[config.mk]
export PLATFORM = sky130hd
export DESIGN_NAME = scwr_top
export DESIGN_NICKNAME = d
export VERILOG_FILES = /design/src/hdl/scwr_top.v
export VERILOG_INCLUDE_DIRS = /design/src /design/src/shared
export SDC_FILE = /design/constraint.sdc
export NUM_CORES = 1
export LEC_CHECK = 0
export BUFFER_PORTS_ARGS = -buffer_cell sky130_fd_sc_hd__clkbuf_2
export CAP_MARGIN = 20
export CORE_AREA = 2 2 177 179
export CTS_CLUSTER_DIAMETER = 40
export DETAILED_ROUTE_END_ITERATION = 12
export DIE_AREA = 0 0 179 181
export GPL_TIMING_DRIVEN = 0
export PLACE_DENSITY = 0.74
export SLEW_MARGIN = 40
export SYNTH_ARGS = -nofsm -noshare
export SYNTH_HDL_FRONTEND = slang
export SYNTH_SLANG_ARGS = --single-unit
[constraint.sdc]
create_clock -name CLK_I -period 2.2 [get_ports CLK_I]
set_input_delay 0.11 -clock CLK_I [delete_from_list [all_inputs] [get_ports CLK_I]]
set_output_delay 0.11 -clock CLK_I [all_outputs]
set_load 0.02 [all_outputs]
[src/shared/scwr_map.vh]
// Constants for the serial configuration write receiver.
// Assumes inclusion by bare name from the design files.
`ifndef SCWR_MAP_VH
`define SCWR_MAP_VH
`define SCWR_OWN_ADDR 8'hD2
`define SCWR_BYTES_PER_FRAME 4'hB
`define SCWR_FIRST_DATA_POS 4'h3
`define SCWR_DEF_BYTE0 8'h00
`define SCWR_DEF_BYTE1 8'h00
`define SCWR_DEF_BYTE2 8'h00
`define SCWR_DEF_BYTE3 8'h00
`define SCWR_DEF_BYTE4 8'h00
`define SCWR_DEF_BYTE5 8'h30
`define SCWR_DEF_BYTE6 8'h00
`define SCWR_DEF_BYTE7 8'h00
`define SCWR_FIFO_WIDTH 8
`define SCWR_FIFO_DEPTH 32
`define SCWR_FIFO_AW 5
`endif
[src/hdl/scwr_top.v]
// Serial configuration write receiver: samples the host link, assembles
// bytes, buffers them in a FIFO, and loads eight configuration bytes.
// Assumes a host clock far slower than CLK_I and idle-high link lines.
`timescale 1ns/1ps
`include "scwr_map.vh"

module scwr_fifo #(
	parameter WIDTH = `SCWR_FIFO_WIDTH,
	parameter DEPTH = `SCWR_FIFO_DEPTH,
	parameter AW = `SCWR_FIFO_AW
) (
	input wire clk_i,
	input wire rst_n_i,
	input wire [WIDTH-1:0] in_data_i,
	input wire in_valid_i,
	output wire in_ready_o,
	output reg [WIDTH-1:0] out_data_o,
	output reg out_valid_o,
	input wire out_ready_i
);
	reg [WIDTH-1:0] mem [0:DEPTH-1];
	reg [AW:0] wr_ptr_r;
	reg [AW:0] rd_ptr_r;
	wire full_w;
	wire empty_w;
	wire push_w;
	wire pop_w;

	// Honest full and empty from wrap-bit pointers
	assign full_w = (wr_ptr_r[AW] != rd_ptr_r[AW]) && (wr_ptr_r[AW-1:0] == rd_ptr_r[AW-1:0]);
	assign empty_w = (wr_ptr_r == rd_ptr_r);
	assign in_ready_o = ~full_w;
	assign push_w = in_valid_i & ~full_w;
	assign pop_w = ~empty_w & (~out_valid_o | out_ready_i);

	// Storage write
	always @(posedge clk_i) begin
		if (push_w) begin
			mem[wr_ptr_r[AW-1:0]] <= in_data_i;
		end
	end

	// Pointers and registered output stage
	always @(posedge clk_i or negedge rst_n_i) begin
		if (!rst_n_i) begin
			wr_ptr_r <= {(AW+1){1'b0}};
			rd_ptr_r <= {(AW+1){1'b0}};
			out_data_o <= {WIDTH{1'b0}};
			out_valid_o <= 1'b0;
		end else begin
			if (push_w) begin
				wr_ptr_r <= wr_ptr_r + 1'b1;
			end
			if (pop_w) begin
				rd_ptr_r <= rd_ptr_r + 1'b1;
				out_data_o <= mem[rd_ptr_r[AW-1:0]];
				out_valid_o <= 1'b1;
			end else if (out_ready_i) begin
				out_valid_o <= 1'b0;
			end
		end
	end
endmodule

module scwr_top (
	input wire CLK_I,
	input wire RST_N_I,
	input wire SCLK_I,
	input wire SDATA_I,
	input wire CFG_HOLD_I,
	output wire SDATA_O,
	output wire SDATA_OE_O,
	output reg [63:0] CFG_O,
	output reg FRAME_BUSY_O,
	output reg ADDR_HIT_O,
	output reg OVERRUN_O
);
	reg sclk_s1_r;
	reg sclk_s2_r;
	reg sclk_d_r;
	reg sda_s1_r;
	reg sda_s2_r;
	reg sda_d_r;
	reg [7:0] shift_r;
	reg [2:0] bit_cnt_r;
	reg [7:0] push_data_r;
	reg push_valid_r;
	reg [3:0] pos_r;
	reg [3:0] pos_nxt;
	reg match_r;
	reg in_frame_r;
	reg [2:0] state_r;
	reg [2:0] state_nxt;
	wire sclk_rise_w;
	wire start_w;
	wire stop_w;
	wire fifo_ready_w;
	wire [7:0] pop_data_w;
	wire pop_valid_w;
	wire pop_ready_w;
	wire [8:0] push_word_w;
	wire [8:0] pop_word_w;

	localparam ST_IDLE = 3'b001;
	localparam ST_BYTE = 3'b010;
	localparam ST_SKIP = 3'b100;

	// Own-address decode, shared by the frame state and the hit flag
	function addr_is_own(input [7:0] b_in);
		addr_is_own = (b_in == `SCWR_OWN_ADDR);
	endfunction

	// Link is input only toward the device
	assign SDATA_O = 1'b0;
	assign SDATA_OE_O = 1'b0;

	// Two-stage synchronisers, then a delay stage for edge detection
	always @(posedge CLK_I or negedge RST_N_I) begin
		if (!RST_N_I) begin
			sclk_s1_r <= 1'b1;
			sclk_s2_r <= 1'b1;
			sclk_d_r <= 1'b1;
			sda_s1_r <= 1'b1;
			sda_s2_r <= 1'b1;
			sda_d_r <= 1'b1;
		end else begin
			sclk_s1_r <= SCLK_I;
			sclk_s2_r <= sclk_s1_r;
			sclk_d_r <= sclk_s2_r;
			sda_s1_r <= SDATA_I;
			sda_s2_r <= sda_s1_r;
			sda_d_r <= sda_s2_r;
		end
	end

	// Frame markers: data falls or rises while the clock is high
	assign sclk_rise_w = sclk_s2_r & ~sclk_d_r;
	assign start_w = sclk_s2_r & sclk_d_r & sda_d_r & ~sda_s2_r;
	assign stop_w = sclk_s2_r & sclk_d_r & ~sda_d_r & sda_s2_r;

	// Frame state: collecting bytes or skipping a foreign transfer
	always @* begin
		state_nxt = state_r;
		case (state_r)
			ST_IDLE: begin
				if (start_w) begin
					state_nxt = ST_BYTE;
				end
			end
			ST_BYTE: begin
				if (stop_w) begin
					state_nxt = ST_IDLE;
				end else if (push_valid_r && pos_r == 4'h0 && !addr_is_own(push_data_r)) begin
					state_nxt = ST_SKIP;
				end
			end
			ST_SKIP: begin
				if (stop_w) begin
					state_nxt = ST_IDLE;
				end else if (start_w) begin
					state_nxt = ST_BYTE;
				end
			end
			default: begin
				state_nxt = ST_IDLE;
			end
		endcase
	end

	// Bit assembly, most significant bit first
	always @(posedge CLK_I or negedge RST_N_I) begin
		if (!RST_N_I) begin
			state_r <= ST_IDLE;
			shift_r <= 8'h00;
			bit_cnt_r <= 3'h0;
			push_data_r <= 8'h00;
			push_valid_r <= 1'b0;
			FRAME_BUSY_O <= 1'b0;
		end else begin
			state_r <= state_nxt;
			push_valid_r <= 1'b0;
			FRAME_BUSY_O <= (state_nxt != ST_IDLE);
			if (start_w) begin
				bit_cnt_r <= 3'h0;
			end else if (sclk_rise_w && state_r == ST_BYTE) begin
				shift_r <= {shift_r[6:0], sda_s2_r};
				bit_cnt_r <= bit_cnt_r + 3'h1;
				if (bit_cnt_r == 3'h7) begin
					push_data_r <= {shift_r[6:0], sda_s2_r};
					push_valid_r <= 1'b1;
				end
			end
		end
	end

	// Byte position: every byte counts up to SCWR_BYTES_PER_FRAME, then holds, header included
	always @* begin
		pos_nxt = pos_r;
		if (start_w) begin
			pos_nxt = 4'h0;
		end else if (push_valid_r && pos_r != `SCWR_BYTES_PER_FRAME) begin
			pos_nxt = pos_r + 4'h1;
		end
	end

	// Address compare on the first byte
	always @(posedge CLK_I or negedge RST_N_I) begin
		if (!RST_N_I) begin
			pos_r <= 4'h0;
			match_r <= 1'b0;
			ADDR_HIT_O <= 1'b0;
			OVERRUN_O <= 1'b0;
		end else begin
			pos_r <= pos_nxt;
			if (start_w) begin
				match_r <= 1'b0;
			end else if (push_valid_r && pos_r == 4'h0) begin
				match_r <= addr_is_own(push_data_r);
				ADDR_HIT_O <= addr_is_own(push_data_r);
			end
			if (push_valid_r && !fifo_ready_w) begin
				OVERRUN_O <= 1'b1;
			end
		end
	end

	// Only data bytes of a matching frame enter the buffer, tagged with frame start
	assign push_word_w = {pos_r == `SCWR_FIRST_DATA_POS, push_data_r};

	scwr_fifo #(
		.WIDTH(9),
		.DEPTH(`SCWR_FIFO_DEPTH),
		.AW(`SCWR_FIFO_AW)
	) u_fifo (
		.clk_i(CLK_I),
		.rst_n_i(RST_N_I),
		.in_data_i(push_word_w),
		.in_valid_i(push_valid_r & match_r & (pos_r >= `SCWR_FIRST_DATA_POS)
			& (pos_r < `SCWR_BYTES_PER_FRAME)),
		.in_ready_o(fifo_ready_w),
		.out_data_o(pop_word_w),
		.out_valid_o(pop_valid_w),
		.out_ready_i(pop_ready_w)
	);

	assign pop_data_w = pop_word_w[7:0];
	assign pop_ready_w = ~CFG_HOLD_I;

	// Configuration bytes load in order, defaults at reset
	reg [2:0] load_idx_r;
	always @(posedge CLK_I or negedge RST_N_I) begin
		if (!RST_N_I) begin
			load_idx_r <= 3'h0;
			CFG_O <= {`SCWR_DEF_BYTE7, `SCWR_DEF_BYTE6, `SCWR_DEF_BYTE5, `SCWR_DEF_BYTE4,
				`SCWR_DEF_BYTE3, `SCWR_DEF_BYTE2, `SCWR_DEF_BYTE1, `SCWR_DEF_BYTE0};
		end else if (pop_valid_w && pop_ready_w) begin
			// Stored as received, reserved bits included
			if (pop_word_w[8]) begin
				CFG_O[7:0] <= pop_data_w;
				load_idx_r <= 3'h1;
			end else begin
				CFG_O[load_idx_r*8 +: 8] <= pop_data_w;
				load_idx_r <= load_idx_r + 3'h1;
			end
		end
	end
endmodule

Word level (Yosys, flattened, before mapping)
Memories as Yosys holds them, arrays and structs flattened. A register that Yosys moved wholly into a read port is not among the register bits.
Index checks and enable logic that the tools add are counted.
{ "totals": {"in_bits": 5, "output_inout_bits": 69, "n_memories": 1, "word_cells": 104, "ram_bits": 288, "regBits": 116} }
{ "mem_list": {"columns": ["memory", "depth", "width", "rd", "rd_ports_with_merged_regs", "wr", "line_no", "rtl"], "rows": [
  ["u_fifo.mem", 32, 9, 1, 1, 1, "scwr_top.v:21", "reg [WIDTH-1:0] mem [0:DEPTH-1];"]
]} }
{ "op_classes": {"magnitude_cmp": 2, "muxes": 21, "reduce_logical": 17, "bitwise": 21, "shifts": 2, "eq_ne": 12, "add_sub_neg": 6} }
{ "ops": {"columns": ["cell", "n"], "rows": [
  ["$bwmux 64", 1],
  ["$shift 8x34->64 const A", 1],
  ["$shiftx 8x34->64", 1],
  ["$neg 6->34", 1],
  ["$mux 3", 7],
  ["$add 6x1->6 const B", 2],
  ["$and 1x1->1", 11],
  ["$mux 1", 9],
  ["$not 1->1", 9],
  ["$pmux 3 s3", 1],
  ["$eq 8x8->1 const B", 1],
  ["$mux 4", 2],
  ["$mux 8", 1],
  ["$logic_and 1x1->1", 7],
  ["$add 3x1->3 const B", 2],
  ["$eq 3x3->1 const B", 2],
  ["$eq 6x6->1", 1],
  ["$reduce_and 2->1", 3],
  ["$reduce_bool 2->1", 3],
  ["$eq 5x5->1", 1],
  ["$add 4x1->4 const B", 1],
  ["$eq 4x2->1 const B", 1],
  ["$ge 4x2->1 const B", 1],
  ["$logic_not 4->1", 1],
  ["10 further kinds", 11]
]} }

Longest topological paths before layout
Gate-level depths: netlist (run 1).
{ "depth": {"ltp_word": 7, "ltp_mapped": 9, "mapped_depth_nobuf": 7} }

Cells and area by module
From an unflattened synthesis (run 1), not the netlist that was laid out.
{ "unflattened": {"cells_unflattened": 957, "hier_area_um2": 16687.3} }
{ "by_module_without_submodules": {"columns": ["mod", "area_each_um2", "seq_area_each_um2", "cells_each", "instances"], "rows": [
  ["scwr_fifo", 12278.0, 9198.8, 620, 1],
  ["scwr_top", 4409.2, 2588.7, 337, 1]
]} }

Worst setup path before layout (run 1)
OpenSTA, ideal clock, no wires.
{ "synth_path": {"path_kind": "reg2reg", "start": "register pos_r[0]", "end": "memory u_fifo.mem[11][0] (enable)", "synth_period_minus_slack_ps": 2308, "stages_incl_launch_ff": 7, "t_arrival_ps": 1934, "required_ps": 1826, "path_buffers": 0, "setup_ps": 374, "slack_ps": -108, "cell_sequence": "dfrtp_1 > ha_1 > o21ai_0 > nand4_1 > a31oi_2 > nand2_1 > nor2_1"} }
{ "synth_between": {"elab_chain_cells": 6, "word_cells_on_any_way": 7, "classes_between": "order compare: 2; mux: 2; bitwise: 3"} }
{ "synth_rtl": {"columns": ["element", "line_no", "rtl"], "rows": [
  ["from (decl)", "scwr_top.v:88", "reg [3:0] pos_r;"],
  ["from (signal assigned)", "scwr_top.v:214", "pos_r <= pos_nxt;"],
  ["$ge 4x2->1 (no line)", null, null],
  ["$and 1x1->1", "scwr_top.v:238", ".in_valid_i(push_valid_r & match_r & (pos_r >= `SCWR_FIRST_DATA_POS)"],
  ["$and 1x1->1 *", "scwr_top.v:238", null],
  ["$and 1x1->1 *", "scwr_top.v:33", "assign push_w = in_valid_i & ~full_w;"],
  ["$mux 1 *", "scwr_top.v:38", "if (push_w) begin"],
  ["$mux 1 (not written as such) *", "scwr_top.v:39", "mem[wr_ptr_r[AW-1:0]] <= in_data_i;"],
  ["to (decl)", "scwr_top.v:21", null]
]} }
Mark *: on every way between the ends. The rest lies on a longest branch, timed or not.

Worst setup path in the final report (run 1)
{ "layout_path": {"start": "register pos_r[1]", "end": "memory u_fifo.mem[20][7] (enable)"} }
The elaborated chain is that of the path after synthesis.

==> results of run 1 <==
-- worst max-delay path by stage --
stage | from | endpoint
6_report | pos_r[1] | u_fifo.mem[20][7]
5_1_grt | pos_r[1] | u_fifo.mem[7][4]
4_1_cts | pos_r[1] | u_fifo.mem[15][2]
3_5_place_dp | pos_r[1] | u_fifo.mem[28][0]
3_3_place_gp | pos_r[1] | u_fifo.mem[19][3]
2_1_floorplan | pos_r[0] | u_fifo.mem[11][0]
-- kinds of logic after synthesis --
family,Yosys count,share of synthesized area
simple gates,214,0.05799
mux,153,0.1239
fa+ha+maj,15,0.01137
xor+xnor,20,0.01061
flops,413,0.7141
other cells,1,0.0002272
compound gates,159,0.06170
buf+inv,64,0.02009
-- worst register-to-register path: cells and delay by family, from the launching register on --
| family | cells | cell delay (ns) |
|---|---|---|
| adder cells (fa/ha/maj) | 1 | 0.20 |
| flip-flops | 1 | 0.43 |
| buffers and inverters | 4 | 0.56 |
| AO/OA/AOI/OAI | 2 | 0.38 |
| AND/OR/NAND/NOR | 3 | 0.52 |
-- metrics by stage --
step	hold WS, ns	setup slack, ns
2_1_floorplan	-0.1856	-0.1081
3_3_place_gp	0.2093	-0.9121
3_5_place_dp	0.1350	-1.023
4_1_cts	0.1266	-0.1157
5_1_grt	0.1732	-0.1799
6_report	0.1199	-0.1603
-- layout make-up --
cell class	instances	area share
Sequential cell	413	0.5612
Multi-Input combinational cell	569	0.2449
Timing Repair Buffer	158	0.07880
Clock buffer	56	0.05850
Tap cell	396	0.02357
Buffer	50	0.01768
Clock inverter	29	0.01274
Inverter	14	0.002559
-- sequential cells by signal, indices dropped and copies added (netlist names), 3 cells and up --
name,flops
pos_r,4
shift_r,7
u_fifo.mem,288
CFG_O,64
bit_cnt_r,3
u_fifo.rd_ptr_r,6
u_fifo.out_data_o,9
push_data_r,8
state_r,3
load_idx_r,3
u_fifo.wr_ptr_r,6
-- where the power goes --
group / switching [uW] / leakage (uW) / internal, uW
Clock: 3200 / 0.000722 / 4390
Sequential: 541 / 0.00375 / 8820
Combinational: 3640 / 0.00261 / 2210
Total: 7380 / 0.00707 / 15400
-- repair_timing --
item,in CTS,in global routing
gates cloned,10,1
buffers inserted,58,21
hold buffers,4,0
pin swaps,37,16
endpoints found under the hold margin,65,0
setup endpoints to repair,347,369
gates resized for setup,130,108
-- layout by cell type, fill, tap and decap left out, types with 36 or more instances in the layout --
master	count
edfxtp_1	288
dfrtp_1	107
mux2_2	97
nand2_1	83
clkbuf_2	76
o21ai_0	64
clkbuf_16	51
nor2_4	37
buf_12	37
buf_6	36
-- metal layers --
| metal | vias up | wire (microns) | GRT usage |
|---|---|---|---|
| li1 | 4404 | - | - |
| met1 | 5302 | 16650 | 0.3425 |
| met2 | 581 | 21290 | 0.4134 |
| met3 | 130 | 3369 | 0.04061 |
| met4 | 0 | 1724 | 0.1089 |
| met5 | - | 0 | 0.01235 |
==> impl_metrics.json, run 1 <==
{
  "place.gp.congestion": 0.8542,
  "slowest_delay_ns": 0.43,
  "areaGrowthSynthToFinish_pct": 27.36,
  "yosysMostFrequentCell": "edfxtp_1",
  "final_nets": 1272,
  "clockRootBuffer": "clkbuf_16",
  "overflow": 0,
  "setup_ws_ns": -0.1603,
  "yosysTopAreaCellShare": 0.5239,
  "start_util": 0.5439,
  "cp-end-kind": "flop",
  "critPathBufInv": 4,
  "drc": 0,
  "routed_wl_mm": 43.04,
  "drtPass1Iterations": 5,
  "clk_pin_slew_worst_paths_ns": 0.06,
  "n_antenna_cell": 0,
  "rr_startpoint": "pos_r[1]",
  "dp_cells": 1508,
  "cts_tree": "built",
  "crit_type": "reg -> reg",
  "fin_crit_ns": 2.360,
  "relSlewSlack": 0.4175,
  "power_uw": 22800,
  "power_per_cell_area_nw_per_um2": 1085,
  "synth_warnings": 0,
  "ys_seq_area_frac": 0.7141,
  "viasPerCell": 6.182,
  "multiInputGateArea_sq_um": 5149,
  "ff2ff_setup_slack_ns": -0.16,
  "crit_chain": "ha_4 > o21ai_2 > nand4_1 > a31oi_4 > buf_12 > buf_12 > buf_12 > nand2_8 > nor2_4 > buf_12",
  "h-tree-depth": 2,
  "r2r_end": "u_fifo.mem[20][7]",
  "peakVddDrop_v": 0.0005456,
  "cts_buffer_depth": 3,
  "finalSetupViolCount": 262,
  "core-area_sq_um": 30350,
  "clk_latency_ns": 0.55,
  "antenna_found_initial": 0,
  "grt_max_degree": 64,
  "fmax_mhz": 423.7,
  "cp_slowest_cell": "dfrtp_1",
  "crit_required_ns": 2.47,
  "grt_pass1_vias": 10400,
  "ios": 74,
  "rsz0062_at_grt": "yes",
  "antenna_left": 0,
  "synth_enable_flop_cells": 288,
  "power.leakage_uw": 0.007074,
  "final_max_slew_viol_count": 0,
  "wl_per_cell_microns": 25.54,
  "hold_viol_final": 0,
  "ys_ff_latch": 413,
  "syn_area_sq_um": 16510,
  "drtIter0Drc": 1114,
  "syn_avg_cell_area_sq_um": 15.89,
  "tns_ns": -22.61,
  "cp.arrival_ns": 2.63,
  "nFillCells": 1833,
  "worstMarginPinSlew_ns": 0.8671,
  "yosysUniqueCellTypes": 52,
  "start_kind": "flop",
  "outcome": "finished, violations left",
  "crit_cells": 10,
  "std_cell_rows": 64,
  "synthArstFlopShare": 0.3027,
  "die_h_microns": 181,
  "grt_first_pass_wirelength_mm": 61.50,
  "fin_area_sq_um": 21020,
  "hp-class": "in -> async",
  "yosysTopAreaCell": "edfxtp_1",
  "maxCapViolCount": 0,
  "drive_gt1_frac": 0.3972,
  "via_count": 10420,
  "path_delay_family": "buffers and inverters",
  "synth_common_cells": "edfxtp_1 (288), dfrtp_1 (116), mux2_2 (105)",
  "seq_area_sq_um": 11800,
  "hpwl_mm": 22.83,
  "fp.dieW_microns": 179,
  "fp.dieArea_sq_um": 32400,
  "ys_dominant_reg_cell": "edfxtp_1",
  "cp_max_fo": 9,
  "cts.sinks": 413,
  "grt_use_total": 0.2550,
  "cts_buffers": 46,
  "fin_crit_sh": 1.073,
  "layoutNonFillerInstCount": 1685,
  "violations": "setup timing",
  "final_core_util": 0.6927,
  "synth_area_leaders": "edfxtp_1 (52%), dfrtp_1 (18%), mux2_2 (7.2%)",
  "placed_area_sq_um": 17440,
  "finalClockSkew_ns": 0.01818,
  "io_buffers": 71,
  "cp_common_cell": "buf_12",
  "synth_cells": 1039,
  "worstRegToRegCells": 10
}
No activity file was read; power rests on OpenSTA's default activity.
==> run 2: changes to the inputs <==
- TNS_END_PERCENT: default -> 50
==> run 2 against run 1 <==
Effect of this change:
- the run still ends with setup timing left
- fmax is 5.8% higher
- die area stayed put
- via count is 5.5% lower
- power is 1.0% lower
- final cell count is 1.7% lower
- setup slack better by 0.13 ns
- utilization is 1.9 points lower
- sequential power hardly changed
- cell area is 2.8% lower
- first-iteration DRC count is 13% lower
- global-route usage is 1.9 points lower
- flip-flop and latch count stayed put
- critical path type unchanged
- highest routed layer unchanged
==> impl_metrics.json, run 2 (synthesis gave the netlist of run 1 again) <==
{
  "clkPwrFrac": 0.351,
  "multiInputGateArea_sq_um": 4905,
  "layout_common_cells": "edfxtp_1 (288), dfrtp_1 (107), mux2_2 (105)",
  "slowest_delay_ns": 0.56,
  "placed_area_sq_um": 17430,
  "relSlewSlack": 0.4877,
  "cp-end-kind": "flop",
  "largest_register_ffs": 288,
  "fp.dieArea_sq_um": 32400,
  "p_comb_frac": 0.232,
  "maxCapViolCount": 0,
  "clk_pin_slew_worst_paths_ns": 0.06,
  "worstMarginPinSlew_ns": 0.7684,
  "seq_power_share": 0.416,
  "use_met2": 0.3978,
  "finalSetupViolCount": 4,
  "rsz0062_at_grt": "yes",
  "path_delay_family": "multiplexers",
  "via_count": 9845,
  "hpwl_mm": 22.01,
  "met3_usage": 0.03556,
  "cts_buffer_depth": 3,
  "grt_util_met1": 0.3074,
  "antenna_left": 0,
  "swShare": 0.3121,
  "std_cell_rows": 64,
  "crit_required_ns": 2.65,
  "grt_pass1_vias": 10090,
  "overflow": 0,
  "setup_ws_ns": -0.03187,
  "power_per_cell_area_nw_per_um2": 1104,
  "viasPerCell": 5.945,
  "cts_tree": "built",
  "crit_chain": "buf_6 > buf_12 > mux4_1 > mux2_2 > nand2_1 > o311ai_1 > a32o_1",
  "areaGrowthSynthToFinish_pct": 23.85,
  "h-tree-depth": 2,
  "fp.dieW_microns": 179,
  "switchingPower_uw": 7043,
  "n_antenna_cell": 0,
  "routed_wl_mm": 38.03,
  "cts_buffers": 48,
  "wl_per_cell_microns": 22.96,
  "grt_first_pass_wirelength_mm": 57.59,
  "ios": 74,
  "crit_type": "reg -> reg",
  "violations": "setup timing",
  "nFillCells": 1919,
  "cp.arrival_ns": 2.68,
  "fin_area_sq_um": 20440,
  "antenna_found_initial": 0,
  "peakVddDrop_v": 0.0006571,
  "outcome": "finished, violations left",
  "io_buffers": 71,
  "critPathBufInv": 2,
  "fin_crit_ns": 2.232,
  "hp-class": "in -> async",
  "final_common_cell": "edfxtp_1",
  "grt-busiest-layer": "met2",
  "place.gp.congestion": 0.8414,
  "clockRootBuffer": "clkbuf_16",
  "fmax_mhz": 448.1,
  "drc": 0,
  "clk_latency_ns": 0.56,
  "drtPass1Iterations": 5,
  "drive_gt1_frac": 0.3667,
  "finalClockSkew_ns": 0.02620,
  "final_max_slew_viol_count": 0,
  "start_kind": "flop",
  "cp_max_fo": 10,
  "intPower_uw": 15520,
  "grt_use_total": 0.2357,
  "start_util": 0.5439,
  "final_nets": 1240,
  "power.leakage_uw": 0.006865,
  "grt_max_degree": 67,
  "seq_area_sq_um": 11800,
  "cts.sinks": 413,
  "drtIter0Drc": 967,
  "final_core_util": 0.6736,
  "die_h_microns": 181,
  "cp_slowest_cell": "mux4_1",
  "hold_viol_final": 0,
  "fin_crit_sh": 1.014,
  "core-area_sq_um": 30350
}
[run 2: cell count changes in the layout (fill, tap and decap cells not counted), moves of 7 or more]
cell     before  now
mux4_2       23   15
mux2_2       97  105
nand2_1      83   90
buf_4        24   31
mux2_4        8    0
mux4_1        4   12
buf_6        36   11
[run 2: cell type report]
type / count / share of cell area
Tap cell: 396 / 0.02424
Multi-Input combinational cell: 565 / 0.2399
Timing Repair Buffer: 130 / 0.05967
Inverter: 14 / 0.002632
Sequential cell: 413 / 0.5771
Clock inverter: 37 / 0.01708
Clock buffer: 53 / 0.06224
Buffer: 48 / 0.01708
[run 2: per-stage QoR]
| step | setup TNS [ns] | total power, uW | cells | hold WS [ns] | setup WS, ns |
|---|---|---|---|---|---|
| 2_1_floorplan | -23.45 | 12610 | 1040 | -0.1856 | -0.1081 |
| 3_3_place_gp | -299.55 | 14030 | 1507 | 0.1971 | -0.8594 |
| 3_5_place_dp | -219.29 | 14150 | 1508 | 0.1288 | -0.8662 |
| 4_1_cts | 0 | 22220 | 1651 | 0.1186 | 0.003476 |
| 5_1_grt | -1.446 | 23440 | 1656 | 0.1618 | -0.08334 |
| 6_report | -0.09065 | 22570 | 1656 | 0.1117 | -0.03187 |
[run 2: timing repair]
item	CTS	global route
hold endpoints to repair	79	0
setup endpoints to repair	364	354
pin swaps	34	8
buffers inserted	48	8
cloned	1	1
gates resized for setup	104	42
hold buffers	4	0
[run 2: metal layers]
| metal | vias up | wire (microns) |
|---|---|---|
| met5 | - | 0 |
| met4 | 0 | 1251 |
| met3 | 96 | 2456 |
| met2 | 416 | 19160 |
| met1 | 4989 | 15160 |
| li1 | 4344 | - |
[run 2: worst paths after layout]
| check | slack (ns) | to | from | cells past startpoint |
|---|---|---|---|---|
| setup reg to reg | -0.03 | u_fifo.out_data_o[1] | u_fifo.rd_ptr_r[0] | 7 |
| hold reg to reg | 0.35 | sda_s2_r | sda_s1_r | 0 |
| max in group asynchronous | 1.35 | sda_s1_r | RST_N_I | 3 |
| hold / removal | 0.11 | CFG_O[50] | RST_N_I | 2 |
| setup / recovery | -0.03 | u_fifo.out_data_o[1] | u_fifo.rd_ptr_r[0] | 7 |
| min in group CLK_I | 0.19 | sda_s1_r | SDATA_I | 2 |
[run 2: power groups by stage]
stage	Clock (uW)	Combinational, uW	Sequential (uW)
floorplan	0	2770	9840
global placement	0	4530	9490
detailed placement	0	4630	9520
CTS	8030	4830	9370
global route	8370	5630	9440
finish	7930	5240	9400
==> run 3: changes to the inputs <==
- BUFFER_PORTS_ARGS: -buffer_cell sky130_fd_sc_hd__clkbuf_2 -> -buffer_cell sky130_fd_sc_hd__buf_2
==> run 3 against run 2 <==
Effect of this change:
- the run still ends with setup timing left
- worst hold slack got worse by 0.049 ns
- die area did not move
- clock power fell by 3%
- cell area fell by 0.75%
- non-clock buffer count fell by 12
- flip-flop and latch count did not move
- sequential power barely moved
==> impl_metrics.json, run 3 (synthesis gave the netlist of run 1 again) <==
{
  "hpwl_mm": 21.93,
  "crit_type": "reg -> reg",
  "h-tree-depth": 2,
  "cp.arrival_ns": 2.68,
  "power_per_cell_area_nw_per_um2": 1097,
  "largest_register_ffs": 288,
  "antenna_found_initial": 0,
  "die_h_microns": 181,
  "wl_per_cell_microns": 22.89,
  "cts_tree": "built",
  "drive_gt1_frac": 0.3654,
  "hold_slack_ns": 0.06272,
  "final_nets": 1232,
  "std_cell_rows": 64,
  "hold_viol_final": 0,
  "drtIter0Drc": 865,
  "layout_common_cells": "edfxtp_1 (288), dfrtp_1 (107), mux2_2 (103)",
  "fmax_mhz": 446.9,
  "ios": 74,
  "n_antenna_cell": 0,
  "grt_pass1_vias": 9838,
  "rsz0062_at_grt": "yes",
  "final_common_cell": "edfxtp_1",
  "routed_wl_mm": 37.63,
  "grt_use_total": 0.2289,
  "clockRootBuffer": "clkbuf_16",
  "grt_max_degree": 75,
  "clk_pin_slew_worst_paths_ns": 0.07,
  "maxCapViolCount": 0,
  "worstMarginPinSlew_ns": 0.7582,
  "grt_first_pass_wirelength_mm": 56.37,
  "final_core_util": 0.6685,
  "cts_buffers": 45,
  "viasPerCell": 5.957,
  "final_max_slew_viol_count": 0,
  "outcome": "finished, violations left",
  "cts.sinks": 413,
  "via_count": 9793,
  "pre_cts_slack_ns": -0.8287,
  "cp-end-kind": "flop",
  "fin_crit_ns": 2.238,
  "areaGrowthSynthToFinish_pct": 22.91,
  "cp_max_fo": 10,
  "hp-class": "in -> async",
  "start_kind": "flop",
  "cts_buffer_depth": 3,
  "drtPass1Iterations": 5,
  "layoutNonFillerInstCount": 1644,
  "overflow": 0,
  "crit_required_ns": 2.64,
  "violations": "setup timing",
  "fin_crit_sh": 1.017,
  "antenna_left": 0,
  "place.gp.congestion": 0.8954,
  "finalSetupViolCount": 2,
  "dp_cells": 1508,
  "io_buffers": 71,
  "setup_ws_ns": -0.03786,
  "power_uw": 22260,
  "finalClockSkew_ns": 0.02082,
  "clk_latency_ns": 0.55,
  "fp.dieArea_sq_um": 32400,
  "power.leakage_uw": 0.006843,
  "fp.dieW_microns": 179,
  "relSlewSlack": 0.4945,
  "drc": 0,
  "peakVddDrop_v": 0.0007419,
  "start_util": 0.5439,
  "core-area_sq_um": 30350
}
-- run 3: cell count changes in the layout (fill, tap and decap cells not counted), sizes merged --
cell / change
nand2: +1
clkinv: -8
nor2: +6
bufinv: +2
inv: +3
buf: +54
clkinvlp: -8
clkbuf: -62
-- run 3: worst paths after layout --
kind / end / slack [ns] / cells past startpoint / startpoint
hold / removal: CFG_O[4] / 0.06 / 2 / RST_N_I
setup / recovery: u_fifo.out_data_o[1] / -0.04 / 8 / u_fifo.rd_ptr_r[0]
min in group CLK_I: sda_s1_r / 0.22 / 2 / SDATA_I
setup reg to reg: u_fifo.out_data_o[1] / -0.04 / 8 / u_fifo.rd_ptr_r[0]
hold reg to reg: sclk_s2_r / 0.35 / 0 / sclk_s1_r
max in group asynchronous: sclk_d_r / 1.37 / 3 / RST_N_I
-- run 3: final cells by class --
class	count	area (sq um)
sequential	413	11800
fill	1960	10060
multi-input combinational	572	4981
clock buffer	57	1231
timing repair buffer	116	1059
tap	396	495.5
buffer	50	357.8
clock inverter	26	312.8
inverter	14	53.80
-- run 3: critical path, cell delays in order (launching register included) --
cell	delay, ns
dfrtp_1	0.41
buf_6	0.16
buf_12	0.15
buf_4	0.12
mux4_2	0.52
mux2_2	0.31
nand2_1	0.11
o311ai_1	0.13
a32o_1	0.24
-- run 3: what timing repair did --
item                                   4_1_cts  5_1_grt
hold buffers                                 4        0
setup buffers                               31        9
gates cloned                                 0        9
pin swaps                                   31       12
setup endpoints to repair                  363      359
endpoints found under the hold margin      121        0
gates resized for setup                     96       58
-- run 3: stage by stage --
step | setup TNS, ns | area, sq um
final | -0.03951 | 20290
after global placement | -263.31 | 17370
after detailed placement | -204.94 | 17450
after global routing | -4.488 | 20290
after floorplan | -23.45 | 16520
after CTS | -5.706 | 19880
-- run 3: per-layer routing --
layer	wire [microns]	GRT usage
met1	14980	0.2997
met2	19270	0.3866
met3	2296	0.03662
met4	1088	0.08390
met5	0	0
-- run 3: report_power, final --
| group | leakage, uW | internal (uW) | switching [uW] |
|---|---|---|---|
| registers | 0.00375 | 8820 | 556 |
| clock network | 0.000760 | 4700 | 3030 |
| logic | 0.00234 | 1960 | 3180 |
